## src/include/cipt_pkg.sv

```systemverilog
// Constants and types shared by the interrupt priority and trap unit
package cipt_pkg;
  // I/O offsets of the two port-mapped registers
  localparam logic [7:0] VECTOR_LOW_BASE_ADDR = 8'h33;
  localparam logic [7:0] INTERRUPT_TRAP_CONTROL_ADDR = 8'h34;
  // Reset values
  localparam logic [7:0] VECTOR_LOW_BASE_RST = 8'h00;
  localparam logic [7:0] VECTOR_HIGH_BASE_RST = 8'h00;
  localparam logic [2:0] LEVEL_ENABLE_RST = 3'h1;
  localparam logic [1:0] LEVEL0_MODE_RST = 2'h0;
  // Control register field positions
  localparam int TRAP_BIT = 7;
  localparam int FETCH_OFFSET_BIT = 6;
  localparam int LEVEL2_EN_BIT = 2;
  localparam int LEVEL1_EN_BIT = 1;
  localparam int LEVEL0_EN_BIT = 0;
  // Sources, index order is priority order, 0 highest
  localparam int NUM_SRC = 12;
  localparam int NUM_PERIPH = 7;
  localparam logic [3:0] SRC_TRAP = 4'h0;
  localparam logic [3:0] SRC_NMI = 4'h1;
  localparam logic [3:0] SRC_LEVEL0 = 4'h2;
  localparam logic [3:0] SRC_LEVEL1 = 4'h3;
  localparam logic [3:0] SRC_LEVEL2 = 4'h4;
  localparam logic [3:0] SRC_PERIPH0 = 4'h5;
  // Fixed restart addresses
  localparam logic [15:0] TRAP_RESTART = 16'h0000;
  localparam logic [15:0] NMI_RESTART = 16'h0066;
  localparam logic [15:0] LEVEL0_M1_RESTART = 16'h0038;
  // Fixed low five table bits: level-1, level-2, then the peripherals
  localparam logic [4:0] FIXED_LOW [0:8] = '{
    5'h00, 5'h02, 5'h04, 5'h06, 5'h08, 5'h0a, 5'h0c, 5'h0e, 5'h10
  };
  typedef enum logic [1:0] {
    CIPT_TS_IDLE,
    CIPT_TS_INSERT,
    CIPT_TS_GUARD
  } cipt_trap_state_e;
endpackage

```

## src/include/cipt_arb_if.sv

```systemverilog
// Request and grant bundle between the unit and its priority arbiter
`timescale 1ns/1ps
interface cipt_arb_if #(parameter int N = 12);
  logic [N-1:0] req;
  logic [3:0] grant_idx;
  logic any;
  modport arb (input req, output grant_idx, output any);
  modport ctl (output req, input grant_idx, input any);
endinterface

```

## src/hw/cipt_sync.sv

```systemverilog
// Two-stage synchroniser for asynchronous pin inputs
`timescale 1ns/1ps
module cipt_sync #(
  parameter int W = 4,
  parameter logic [W-1:0] RST_VAL = '1
) (
  // Clock and reset
  input wire logic clk_sys_i,
  input wire logic rst_n_i,
  // Data
  input wire logic [W-1:0] d_i,
  output logic [W-1:0] q_o
);
  logic [W-1:0] meta_r;

  always_ff @(posedge clk_sys_i or negedge rst_n_i) begin
    if (!rst_n_i) begin
      meta_r <= RST_VAL;
      q_o <= RST_VAL;
    end else begin
      meta_r <= d_i;
      q_o <= meta_r;
    end
  end
endmodule

```

## src/hw/cipt_arbiter.sv

```systemverilog
// Fixed-priority arbiter, lowest request index wins
`timescale 1ns/1ps
module cipt_arbiter #(
  parameter int N = 12
) (
  // Requests in, grant out
  cipt_arb_if.arb bus
);
  always_comb begin
    bus.grant_idx = 4'h0;
    bus.any = 1'b0;
    for (int k = N - 1; k >= 0; k--) begin
      if (bus.req[k]) begin
        bus.grant_idx = 4'(k);
        bus.any = 1'b1;
      end
    end
  end
endmodule

```

## src/hw/cipt_unit.sv

```systemverilog
// Interrupt priority arbitration, vector formation and undefined-opcode trap
//
// Contract
// - Twelve sources arbitrated by fixed priority, trap first, serial 1 last.
// - Vectored sources form a 16-bit table address for the restart fetch.
// - High table byte always comes from the vector-high register.
// - Vector-high reached only by load instructions; resets to zero.
// - Low byte is vector-low top three bits plus five fixed source bits; level-0 mode 2 takes the data bus.
// - Vector-low register resets to zero.
// - Trap flag set on undefined fetch; written 0 clears; 1 ignored.
// - Read-only offset bit: 0 means stacked PC-1, 1 means PC-2.
// - Bits 2..0 enable level inputs; reset enables level-0 only.
// - Master flag gates maskable sources; enable sets, disable clears both.
// - Non-maskable accept copies master into saved, then clears master.
// - Return-from-non-maskable copies saved into master.
// - Reset and maskable accepts clear both flags; return and trap don't.
// - No sampling during enable, disable or the two flag-reading loads.
// - The two flag-reading loads copy saved flag into parity flag.
// - Trap is non-maskable, raised on any undefined fetch incl. mode 0.
// - Trap sets flag, pushes PC of bad opcode, restarts at zero.
// - No bus release, refresh, DMA or wait right after trap state.
// - Non-maskable input latches falling edge; clears DMA enable, 0066H.
// - Level-0 masked by master flag or own enable; resets to mode 0.
// - Level-0 mode 1 pushes PC, clears flags, restarts at 0038H.
`timescale 1ns/1ps
module cipt_unit (
  // Clock and reset
  input wire logic clk_sys_i,
  input wire logic rst_n_i,
  // External request pins, active low
  input wire logic nmi_n_i,
  input wire logic level0_request_n_i,
  input wire logic level1_request_n_i,
  input wire logic level2_request_n_i,
  // Internal peripheral requests, held high until serviced
  input wire logic [cipt_pkg::NUM_PERIPH-1:0] periph_req_i,
  // Internal I/O register port
  input wire logic [7:0] io_addr_i,
  input wire logic io_wr_i,
  input wire logic io_rd_i,
  input wire logic [7:0] io_wdata_i,
  output logic [7:0] io_rdata_o,
  // Instruction strobes from the execution core
  input wire logic enable_instruction_i,
  input wire logic disable_instruction_i,
  input wire logic return_from_nonmaskable_i,
  input wire logic return_from_interrupt_i,
  input wire logic ld_a_vector_high_i,
  input wire logic ld_a_refresh_i,
  input wire logic ld_vector_high_a_i,
  input wire logic [7:0] acc_data_i,
  input wire logic set_mode_i,
  input wire logic [1:0] set_mode_val_i,
  // Sampling point and undefined fetch report
  input wire logic sample_i,
  input wire logic undef_fetch_i,
  input wire logic undef_third_byte_i,
  input wire logic [7:0] ext_vector_low_i,
  // Acceptance towards the core
  output logic accept_o,
  output logic [3:0] accept_src_o,
  output logic push_pc_o,
  output logic vectored_o,
  output logic [15:0] vector_addr_o,
  output logic fixed_restart_o,
  output logic [15:0] restart_addr_o,
  output logic mode0_fetch_o,
  output logic dma_main_enable_clr_o,
  output logic trap_insert_state_o,
  output logic no_insert_o,
  // Flag and register views
  output logic [7:0] vector_high_o,
  output logic pv_flag_o,
  output logic master_enable_flag_o,
  output logic saved_enable_flag_o
);
  import cipt_pkg::*;

  logic [3:0] pins_q;
  logic nmi_q, nmi_q_d_r, nmi_latch_r, nmi_latch_nxt;
  logic master_enable_flag_r, master_enable_flag_nxt;
  logic saved_enable_flag_r, saved_enable_flag_nxt;
  logic trap_flag_r, trap_flag_nxt;
  logic fetch_offset_flag_r, fetch_offset_flag_nxt;
  logic [2:0] level_enable_r, level_enable_nxt;
  logic [1:0] level0_mode_r, level0_mode_nxt;
  logic [7:0] vector_low_base_r, vector_low_base_nxt;
  logic [7:0] vector_high_base_r, vector_high_base_nxt;
  logic sample_ok, take, mask_ok;
  logic [7:0] low_byte;
  cipt_trap_state_e trap_state_r, trap_state_nxt;

  cipt_arb_if #(.N(NUM_SRC)) arb_bus ();

  // Pins are asynchronous to the core clock
  cipt_sync #(.W(4), .RST_VAL(4'hf)) u_sync (
    .clk_sys_i(clk_sys_i),
    .rst_n_i(rst_n_i),
    .d_i({nmi_n_i, level0_request_n_i, level1_request_n_i,
          level2_request_n_i}),
    .q_o(pins_q)
  );
  assign nmi_q = pins_q[3];

  cipt_arbiter #(.N(NUM_SRC)) u_arb (
    .bus(arb_bus)
  );

  // Sampling is held off while flag instructions execute
  assign sample_ok = sample_i & ~(enable_instruction_i |
    disable_instruction_i | ld_a_vector_high_i | ld_a_refresh_i);
  assign mask_ok = sample_ok & master_enable_flag_r;

  always_comb begin
    arb_bus.req = '0;
    arb_bus.req[SRC_TRAP] = undef_fetch_i;
    arb_bus.req[SRC_NMI] = sample_ok & nmi_latch_r;
    arb_bus.req[SRC_LEVEL0] = mask_ok & level_enable_r[LEVEL0_EN_BIT] &
      ~pins_q[2];
    arb_bus.req[SRC_LEVEL1] = mask_ok & level_enable_r[LEVEL1_EN_BIT] &
      ~pins_q[1];
    arb_bus.req[SRC_LEVEL2] = mask_ok & level_enable_r[LEVEL2_EN_BIT] &
      ~pins_q[0];
    arb_bus.req[NUM_SRC-1:5] = mask_ok ? periph_req_i : '0;
  end
  assign take = arb_bus.any;

  // Flag and register next state
  always_comb begin
    nmi_latch_nxt = nmi_latch_r;
    if (nmi_q_d_r && !nmi_q) begin
      nmi_latch_nxt = 1'b1;
    end else if (take && arb_bus.grant_idx == SRC_NMI) begin
      nmi_latch_nxt = 1'b0;
    end
    master_enable_flag_nxt = master_enable_flag_r;
    saved_enable_flag_nxt = saved_enable_flag_r;
    if (enable_instruction_i) begin
      master_enable_flag_nxt = 1'b1;
      saved_enable_flag_nxt = 1'b1;
    end else if (disable_instruction_i) begin
      master_enable_flag_nxt = 1'b0;
      saved_enable_flag_nxt = 1'b0;
    end else if (return_from_nonmaskable_i) begin
      master_enable_flag_nxt = saved_enable_flag_r;
    end
    // Return-from-interrupt leaves both flags alone
    if (take) begin
      if (arb_bus.grant_idx == SRC_NMI) begin
        saved_enable_flag_nxt = master_enable_flag_r;
        master_enable_flag_nxt = 1'b0;
      end else if (arb_bus.grant_idx != SRC_TRAP) begin
        saved_enable_flag_nxt = 1'b0;
        master_enable_flag_nxt = 1'b0;
      end
    end
    vector_low_base_nxt = vector_low_base_r;
    level_enable_nxt = level_enable_r;
    trap_flag_nxt = trap_flag_r;
    if (io_wr_i && io_addr_i == VECTOR_LOW_BASE_ADDR) begin
      vector_low_base_nxt = {io_wdata_i[7:5], 5'h00};
    end
    if (io_wr_i && io_addr_i == INTERRUPT_TRAP_CONTROL_ADDR) begin
      level_enable_nxt = io_wdata_i[2:0];
      if (!io_wdata_i[TRAP_BIT]) begin
        trap_flag_nxt = 1'b0;
      end
    end
    fetch_offset_flag_nxt = fetch_offset_flag_r;
    // A trap in the same cycle as a clearing write wins
    if (undef_fetch_i) begin
      trap_flag_nxt = 1'b1;
      fetch_offset_flag_nxt = undef_third_byte_i;
    end
    vector_high_base_nxt = ld_vector_high_a_i ? acc_data_i :
      vector_high_base_r;
    level0_mode_nxt = set_mode_i ? set_mode_val_i : level0_mode_r;
  end

  always_ff @(posedge clk_sys_i or negedge rst_n_i) begin
    if (!rst_n_i) begin
      nmi_q_d_r <= 1'b1;
      nmi_latch_r <= 1'b0;
      master_enable_flag_r <= 1'b0;
      saved_enable_flag_r <= 1'b0;
      trap_flag_r <= 1'b0;
      fetch_offset_flag_r <= 1'b0;
      level_enable_r <= LEVEL_ENABLE_RST;
      level0_mode_r <= LEVEL0_MODE_RST;
      vector_low_base_r <= VECTOR_LOW_BASE_RST;
      vector_high_base_r <= VECTOR_HIGH_BASE_RST;
    end else begin
      nmi_q_d_r <= nmi_q;
      nmi_latch_r <= nmi_latch_nxt;
      master_enable_flag_r <= master_enable_flag_nxt;
      saved_enable_flag_r <= saved_enable_flag_nxt;
      trap_flag_r <= trap_flag_nxt;
      fetch_offset_flag_r <= fetch_offset_flag_nxt;
      level_enable_r <= level_enable_nxt;
      level0_mode_r <= level0_mode_nxt;
      vector_low_base_r <= vector_low_base_nxt;
      vector_high_base_r <= vector_high_base_nxt;
    end
  end

  // Trap insert state, then one guard cycle with no inserted cycles
  always_comb begin
    case (trap_state_r)
      CIPT_TS_IDLE: trap_state_nxt = undef_fetch_i ? CIPT_TS_INSERT :
        CIPT_TS_IDLE;
      CIPT_TS_INSERT: trap_state_nxt = CIPT_TS_GUARD;
      CIPT_TS_GUARD: trap_state_nxt = undef_fetch_i ? CIPT_TS_INSERT :
        CIPT_TS_IDLE;
      default: trap_state_nxt = CIPT_TS_IDLE;
    endcase
  end

  always_ff @(posedge clk_sys_i or negedge rst_n_i) begin
    if (!rst_n_i) begin
      trap_state_r <= CIPT_TS_IDLE;
      trap_insert_state_o <= 1'b0;
      no_insert_o <= 1'b0;
    end else begin
      trap_state_r <= trap_state_nxt;
      // Decoded from the next state so the pins still come from flops
      trap_insert_state_o <= (trap_state_nxt == CIPT_TS_INSERT);
      no_insert_o <= (trap_state_nxt != CIPT_TS_IDLE);
    end
  end

  // Low table byte: data bus for level-0, base plus fixed bits from level-1 down, zero for trap and non-maskable
  always_comb begin
    if (arb_bus.grant_idx == SRC_LEVEL0) begin
      low_byte = ext_vector_low_i;
    end else if (arb_bus.grant_idx >= SRC_LEVEL1) begin
      low_byte = {vector_low_base_r[7:5],
        FIXED_LOW[arb_bus.grant_idx - SRC_LEVEL1]};
    end else begin
      low_byte = 8'h00;
    end
  end

  // Registered acceptance and views
  always_ff @(posedge clk_sys_i or negedge rst_n_i) begin
    if (!rst_n_i) begin
      accept_o <= 1'b0;
      accept_src_o <= 4'h0;
      push_pc_o <= 1'b0;
      vectored_o <= 1'b0;
      vector_addr_o <= 16'h0000;
      fixed_restart_o <= 1'b0;
      restart_addr_o <= 16'h0000;
      mode0_fetch_o <= 1'b0;
      dma_main_enable_clr_o <= 1'b0;
      io_rdata_o <= 8'h00;
      pv_flag_o <= 1'b0;
    end else begin
      accept_o <= take;
      accept_src_o <= arb_bus.grant_idx;
      push_pc_o <= take && !(arb_bus.grant_idx == SRC_LEVEL0 &&
        level0_mode_r == 2'h0);
      vectored_o <= take && arb_bus.grant_idx >= SRC_LEVEL0 &&
        !(arb_bus.grant_idx == SRC_LEVEL0 && level0_mode_r != 2'h2);
      vector_addr_o <= {vector_high_base_r, low_byte};
      fixed_restart_o <= take && (arb_bus.grant_idx <= SRC_NMI ||
        (arb_bus.grant_idx == SRC_LEVEL0 && level0_mode_r == 2'h1));
      if (arb_bus.grant_idx == SRC_NMI) begin
        restart_addr_o <= NMI_RESTART;
      end else if (arb_bus.grant_idx == SRC_LEVEL0) begin
        restart_addr_o <= LEVEL0_M1_RESTART;
      end else begin
        restart_addr_o <= TRAP_RESTART;
      end
      mode0_fetch_o <= take && arb_bus.grant_idx == SRC_LEVEL0 &&
        level0_mode_r == 2'h0;
      dma_main_enable_clr_o <= take && arb_bus.grant_idx == SRC_NMI;
      if (io_rd_i && io_addr_i == VECTOR_LOW_BASE_ADDR) begin
        io_rdata_o <= vector_low_base_r;
      end else if (io_rd_i && io_addr_i == INTERRUPT_TRAP_CONTROL_ADDR) begin
        io_rdata_o <= {trap_flag_r, fetch_offset_flag_r, 3'h0,
          level_enable_r};
      end else begin
        io_rdata_o <= 8'h00;
      end
      if (ld_a_vector_high_i || ld_a_refresh_i) begin
        pv_flag_o <= saved_enable_flag_r;
      end
    end
  end

  assign vector_high_o = vector_high_base_r;
  assign master_enable_flag_o = master_enable_flag_r;
  assign saved_enable_flag_o = saved_enable_flag_r;

  a_trap_flag_set: assert property (@(posedge clk_sys_i)
    disable iff (!rst_n_i) undef_fetch_i |=> trap_flag_r)
    else $error("trap flag not set after undefined fetch");
  a_trap_restart_zero: assert property (@(posedge clk_sys_i)
    disable iff (!rst_n_i) undef_fetch_i |=> accept_o && push_pc_o &&
    accept_src_o == 4'h0 && fixed_restart_o && restart_addr_o == 16'h0000)
    else $error("trap did not restart at zero");
  a_nmi_flag_save: assert property (@(posedge clk_sys_i)
    disable iff (!rst_n_i) accept_o && accept_src_o == 4'h1 |->
    !master_enable_flag_r && saved_enable_flag_r ==
    $past(master_enable_flag_r) && dma_main_enable_clr_o)
    else $error("non-maskable accept flag handling wrong");
  a_return_from_nonmaskable_restore: assert property (@(posedge clk_sys_i)
    disable iff (!rst_n_i) return_from_nonmaskable_i && !take &&
    !enable_instruction_i && !disable_instruction_i |=>
    master_enable_flag_r == $past(saved_enable_flag_r) &&
    $stable(saved_enable_flag_r))
    else $error("return did not restore master flag");
  a_no_sample_flag_ins: assert property (@(posedge clk_sys_i)
    disable iff (!rst_n_i) (enable_instruction_i || disable_instruction_i ||
    ld_a_vector_high_i || ld_a_refresh_i) && !undef_fetch_i |=> !accept_o)
    else $error("request taken during flag instruction");
  a_mask_master: assert property (@(posedge clk_sys_i)
    disable iff (!rst_n_i) accept_o && accept_src_o >= 4'h2 |->
    $past(master_enable_flag_r) && !master_enable_flag_r &&
    !saved_enable_flag_r)
    else $error("maskable source taken while masked");
  a_vector_high_byte: assert property (@(posedge clk_sys_i)
    disable iff (!rst_n_i) accept_o && vectored_o && accept_src_o >= 4'h3 |->
    vector_addr_o[15:8] == $past(vector_high_base_r) &&
    vector_addr_o[7:5] == $past(vector_low_base_r[7:5]))
    else $error("vector table address wrong");
  a_trap_no_insert: assert property (@(posedge clk_sys_i)
    disable iff (!rst_n_i) undef_fetch_i |=> trap_insert_state_o ##1
    (no_insert_o && !trap_insert_state_o))
    else $error("guard after trap state missing");
  a_pv_copy_flag: assert property (@(posedge clk_sys_i)
    disable iff (!rst_n_i) (ld_a_vector_high_i || ld_a_refresh_i) |=>
    pv_flag_o == $past(saved_enable_flag_r))
    else $error("parity flag not copied");
  a_return_from_interrupt_keeps_flags: assert property (@(posedge clk_sys_i)
    disable iff (!rst_n_i) return_from_interrupt_i && !take &&
    !enable_instruction_i && !disable_instruction_i &&
    !return_from_nonmaskable_i |=> $stable(master_enable_flag_r) &&
    $stable(saved_enable_flag_r))
    else $error("return from interrupt changed enable flags");
endmodule

```

## config.mk

```make
export PLATFORM = sky130hd
export DESIGN_NAME = cipt_unit
export DESIGN_NICKNAME = d
export VERILOG_FILES = /design/src/include/cipt_pkg.sv /design/src/include/cipt_arb_if.sv /design/src/hw/cipt_sync.sv /design/src/hw/cipt_arbiter.sv /design/src/hw/cipt_unit.sv
export SDC_FILE = /design/constraint.sdc
export NUM_CORES = 1
export LEC_CHECK = 0
export BUFFER_PORTS_ARGS = -buffer_cell sky130_fd_sc_hd__buf_2
export CAP_MARGIN = 5
export CORE_AREA = 5 5 104 106
export CTS_CLUSTER_SIZE = 16
export DETAILED_ROUTE_END_ITERATION = 8
export DIE_AREA = 0 0 109 111
export PLACE_DENSITY_LB_ADDON = 0.25
export SETUP_SLACK_MARGIN = 0.1
export SLEW_MARGIN = 20
export SYNTH_ARGS = -nofsm -noshare
export SYNTH_HDL_FRONTEND = slang
export SYNTH_SLANG_ARGS = --single-unit
```

## constraint.sdc

```tcl
create_clock -name clk_sys_i -period 6.2 [get_ports clk_sys_i]
set_input_delay 1.55 -clock clk_sys_i [delete_from_list [all_inputs] [get_ports clk_sys_i]]
set_output_delay 1.55 -clock clk_sys_i [all_outputs]
set_load 0.02 [all_outputs]
```

==> metrics.md <==
| Metric | Value |
|---|---|
| Setup violators final | `0` |
| Design area | `3620 sq um` |
| Yosys top cell area share | `52.8%` |
| Initial core utilization | `29.4%` |
| IO Port Bufs | `107` |
| Static Leak | `0.00184 uW` |
| RSZ-0062 raised after global routing | `no` |
| Critical path fanouts, max | `10` |
| Post-DRT Antenna Nets | `0` |
| DP Area | `3450 sq um` |
| Vias post-DR | `2018` |
| Initial antenna violation count | `0` |
| Overflow after GRT | `0` |
| CTS sink count | `70` |
| CTS H-tree depth | `3` |
| Clk pin slew, worst setup/hold paths | `0.07 ns` |
| Crit path required time | `6.42 ns` |
| Slew Viols, Final | `0` |
| Die H | `111 microns` |
| Post-layout minimum cycle time | `3.92 ns` |
| Avg WL per Cell | `13.5 microns` |
| Avg Cell Area, Syn | `12.4 sq um` |
| Synth area leaders | `dfrtp_1 (53%), dfstp_2 (9.2%), mux2_2 (7.5%)` |
| Register area share after synthesis | `62.1%` |
| Dpl hpwl | `4.90 mm` |
| Status | `completed` |
| Max cap viols | `0` |
| Starting DRT DRC Count | `49` |
| Vias in the first global route | `2056` |
| Post-CTS Repair Setup Buffers | `0` |
| TritonCTS clock tree | `yes` |
| Maximum clock path buffer count | `2` |
| Buf+Inv Stages, Crit Path | `2` |
| Area leader, netlist | `dfrtp_1` |
| Net count, final | `404` |
| Row cnt | `36` |
| Pre-Repair DR Iteration Count | `4` |
| Netlist cell types | `39` |
| Num CTS Buffers | `9` |
| Fillers | `988` |
| CTS resizes | `0` |
| All-Layer GR Usage | `10.8%` |
| IR drop worst, VDD | `0.0000825 V` |
| Critical Path Start Type | `input pin` |
| GPL Wtd Cong | `0.782` |
| Ys Warns | `0` |
| Largest stage delay on the critical path | `0.57 ns` |
| Grt met1 use | `13.4%` |
| WS Path Type | `in2reg` |
| Die X | `109 microns` |
| Crit path max-delay family | `compound AO/OA/AOI/OAI gates` |
| Worst Skew | `0.0117 ns` |
| Worst hold path type | `reg2reg` |
| Pwr/cell area | `255 nW/um^2` |
| First-pass GRT wire length | `10.2 mm` |
| CP Cell Sequence | `buf_2 -> or4_4 -> nor2_4 -> o2111ai_1 -> a21oi_1 -> inv_1 -> ha_1 -> nor2_1 -> a21boi_0 -> o32ai_1` |
| Clock root cell | `clkbuf_8` |
| Worst Max-Slew Pin Slew | `0.887 ns` |
| Vias/cell | `4.23` |
| Ratio of cells with drive above 1 in the final layout | `45.9%` |
| Met2 global-route usage | `17.0%` |
| Largest net degree at the start of global routing | `71` |
| CP Data Arrival Time | `4.15 ns` |
| Synth-to-layout area growth | `27.3%` |
| Die footprint | `12100 sq um` |
| Synth Instances | `229` |
| Met3 GRT Util | `3.26%` |
| Worst-skew pair later-pin latency | `0.34 ns` |
| Total negative slack | `0 ns` |
| Core area | `9680 sq um` |
| Endpoints failing hold | `0` |
| Synthesized cell area | `2840 sq um` |
| Hold_buf cts | `0` |
| Fmax | `0.255 GHz` |
| Grt peak-use layer | `met2` |
| # DRC | `0` |
| WL final | `6.45 mm` |
| Setup crit end kind | `register` |
| Fin crit share | `63.3%` |
| Slowest cell on crit path | `or4_4` |
| # diodes | `0` |
| Slew HR | `40.9%` |
| Synth Register Bits | `70` |
| IO Count | `123` |
[state kept, by name (all words and copies together), names as in the netlist, 2 cells and up]
name	cells
vector_addr_o	16
vector_high_o	8
io_rdata_o	6
accept_src_o	4
u_sync.meta_r	4
u_sync.q_o	4
level_enable_r	3
restart_addr_o	3
vector_low_base_r	3
level0_mode_r	2
trap_state_r	2
[final timing paths]
| path | startpoint | to | slack (ns) | cells past startpoint |
|---|---|---|---|---|
| min in group asynchronous | rst_n_i | vector_addr_o[0]$_DFF_PN0_ | 1.31 | 1 |
| min reg2reg | u_sync.meta_r[1]$_DFF_PN1_ | u_sync.q_o[1]$_DFF_PN1_ | 0.36 | 0 |
| max reg2reg | u_sync.q_o[1]$_DFF_PN1_ | vector_addr_o[2]$_DFF_PN0_ | 3.59 | 9 |
| max | ld_a_vector_high_i | vector_addr_o[2]$_DFF_PN0_ | 2.28 | 10 |
| max in group asynchronous | rst_n_i | vector_addr_o[1]$_DFF_PN0_ | 4.27 | 1 |
| min | u_sync.meta_r[1]$_DFF_PN1_ | u_sync.q_o[1]$_DFF_PN1_ | 0.36 | 0 |
[synth_stat cells]
cell type	instances
a21boi_0	2
a21oi_1	6
a221o_1	2
a221oi_1	1
a22o_1	3
a22oi_1	2
a31oi_1	2
and2_1	2
and2_4	1
and3_1	6
buf_4	15
buf_6	2
clkbuf_1	2
conb_1	1
dfrtp_1	60
dfstp_2	10
ha_1	5
inv_1	13
mux2_2	19
mux2i_1	1
nand2_1	13
nand2_4	1
nand2b_1	4
nand3_1	5
nor2_1	17
nor2_4	2
nor2b_1	3
nor3_1	4
nor3b_1	1
nor4_1	5
o2111ai_1	2
o211ai_1	1
o21ai_0	6
o2bb2ai_1	2
o31a_2	1
o32ai_1	2
or2_2	3
or3_1	1
or4_4	1
[per-stage QoR]
step | std cells | hold slack, ns | total power, uW | worst slack [ns] | utilization, %
final | 477 | 0.356 | 923 | 2.28 | 37.4
after global placement | 461 | 0.347 | 605 | 1.97 | 35.6
after floorplan | 240 | 0.345 | 560 | 2.24 | -
after global routing | 477 | 0.360 | 975 | 1.98 | 37.4
after detailed placement | 461 | 0.347 | 607 | 1.92 | 35.6
after CTS | 477 | 0.358 | 941 | 2.27 | 37.4
[routing by layer]
| layer | vias up | share of wire (%) | wire, microns |
|---|---|---|---|
| li1 | 987 | - | - |
| met1 | 948 | 42 | 2740 |
| met2 | 72 | 48 | 3090 |
| met3 | 11 | 7.7 | 497 |
| met4 | 0 | 2.0 | 130 |
| met5 | - | 0 | 0 |
[area by class of cell]
cell class / instances / area [sq um] / share of cell area (%)
clock buffer: 14 / 163 / 4.50
clock inverter: 2 / 10.0 / 0.277
multi-input combinational: 138 / 928 / 25.7
inverter: 13 / 48.8 / 1.35
sequential: 70 / 1760 / 48.8
tap: 133 / 166 / 4.60
timing repair buffer: 107 / 538 / 14.9
[kinds of logic after synthesis]
kind of cell	share of synthesized area, %
simple gates	13.0
buf+inv	6.73
mux	7.88
other cells	0.132
fa+ha+maj	2.20
flops	62.1
compound gates	8.01
[layout by cell type, fill, tap and decap left out, drive strengths merged, types with 4 or more instances in the layout]
cell type,count
conb,12
clkbuf,14
nand2b,4
nor3,4
nand2,14
buf,107
dfrtp,60
o21ai,6
ha,5
nor4,5
a21oi,6
nand3,5
mux2,19
and3,6
inv,13
nor2,19
dfstp,10
[report_power, final]
group / switching [uW] / internal, uW
logic: 63.4 / 39.8
registers: 11.7 / 482
clock network: 159 / 166
Note: power is estimated with default switching activity, not from simulation.
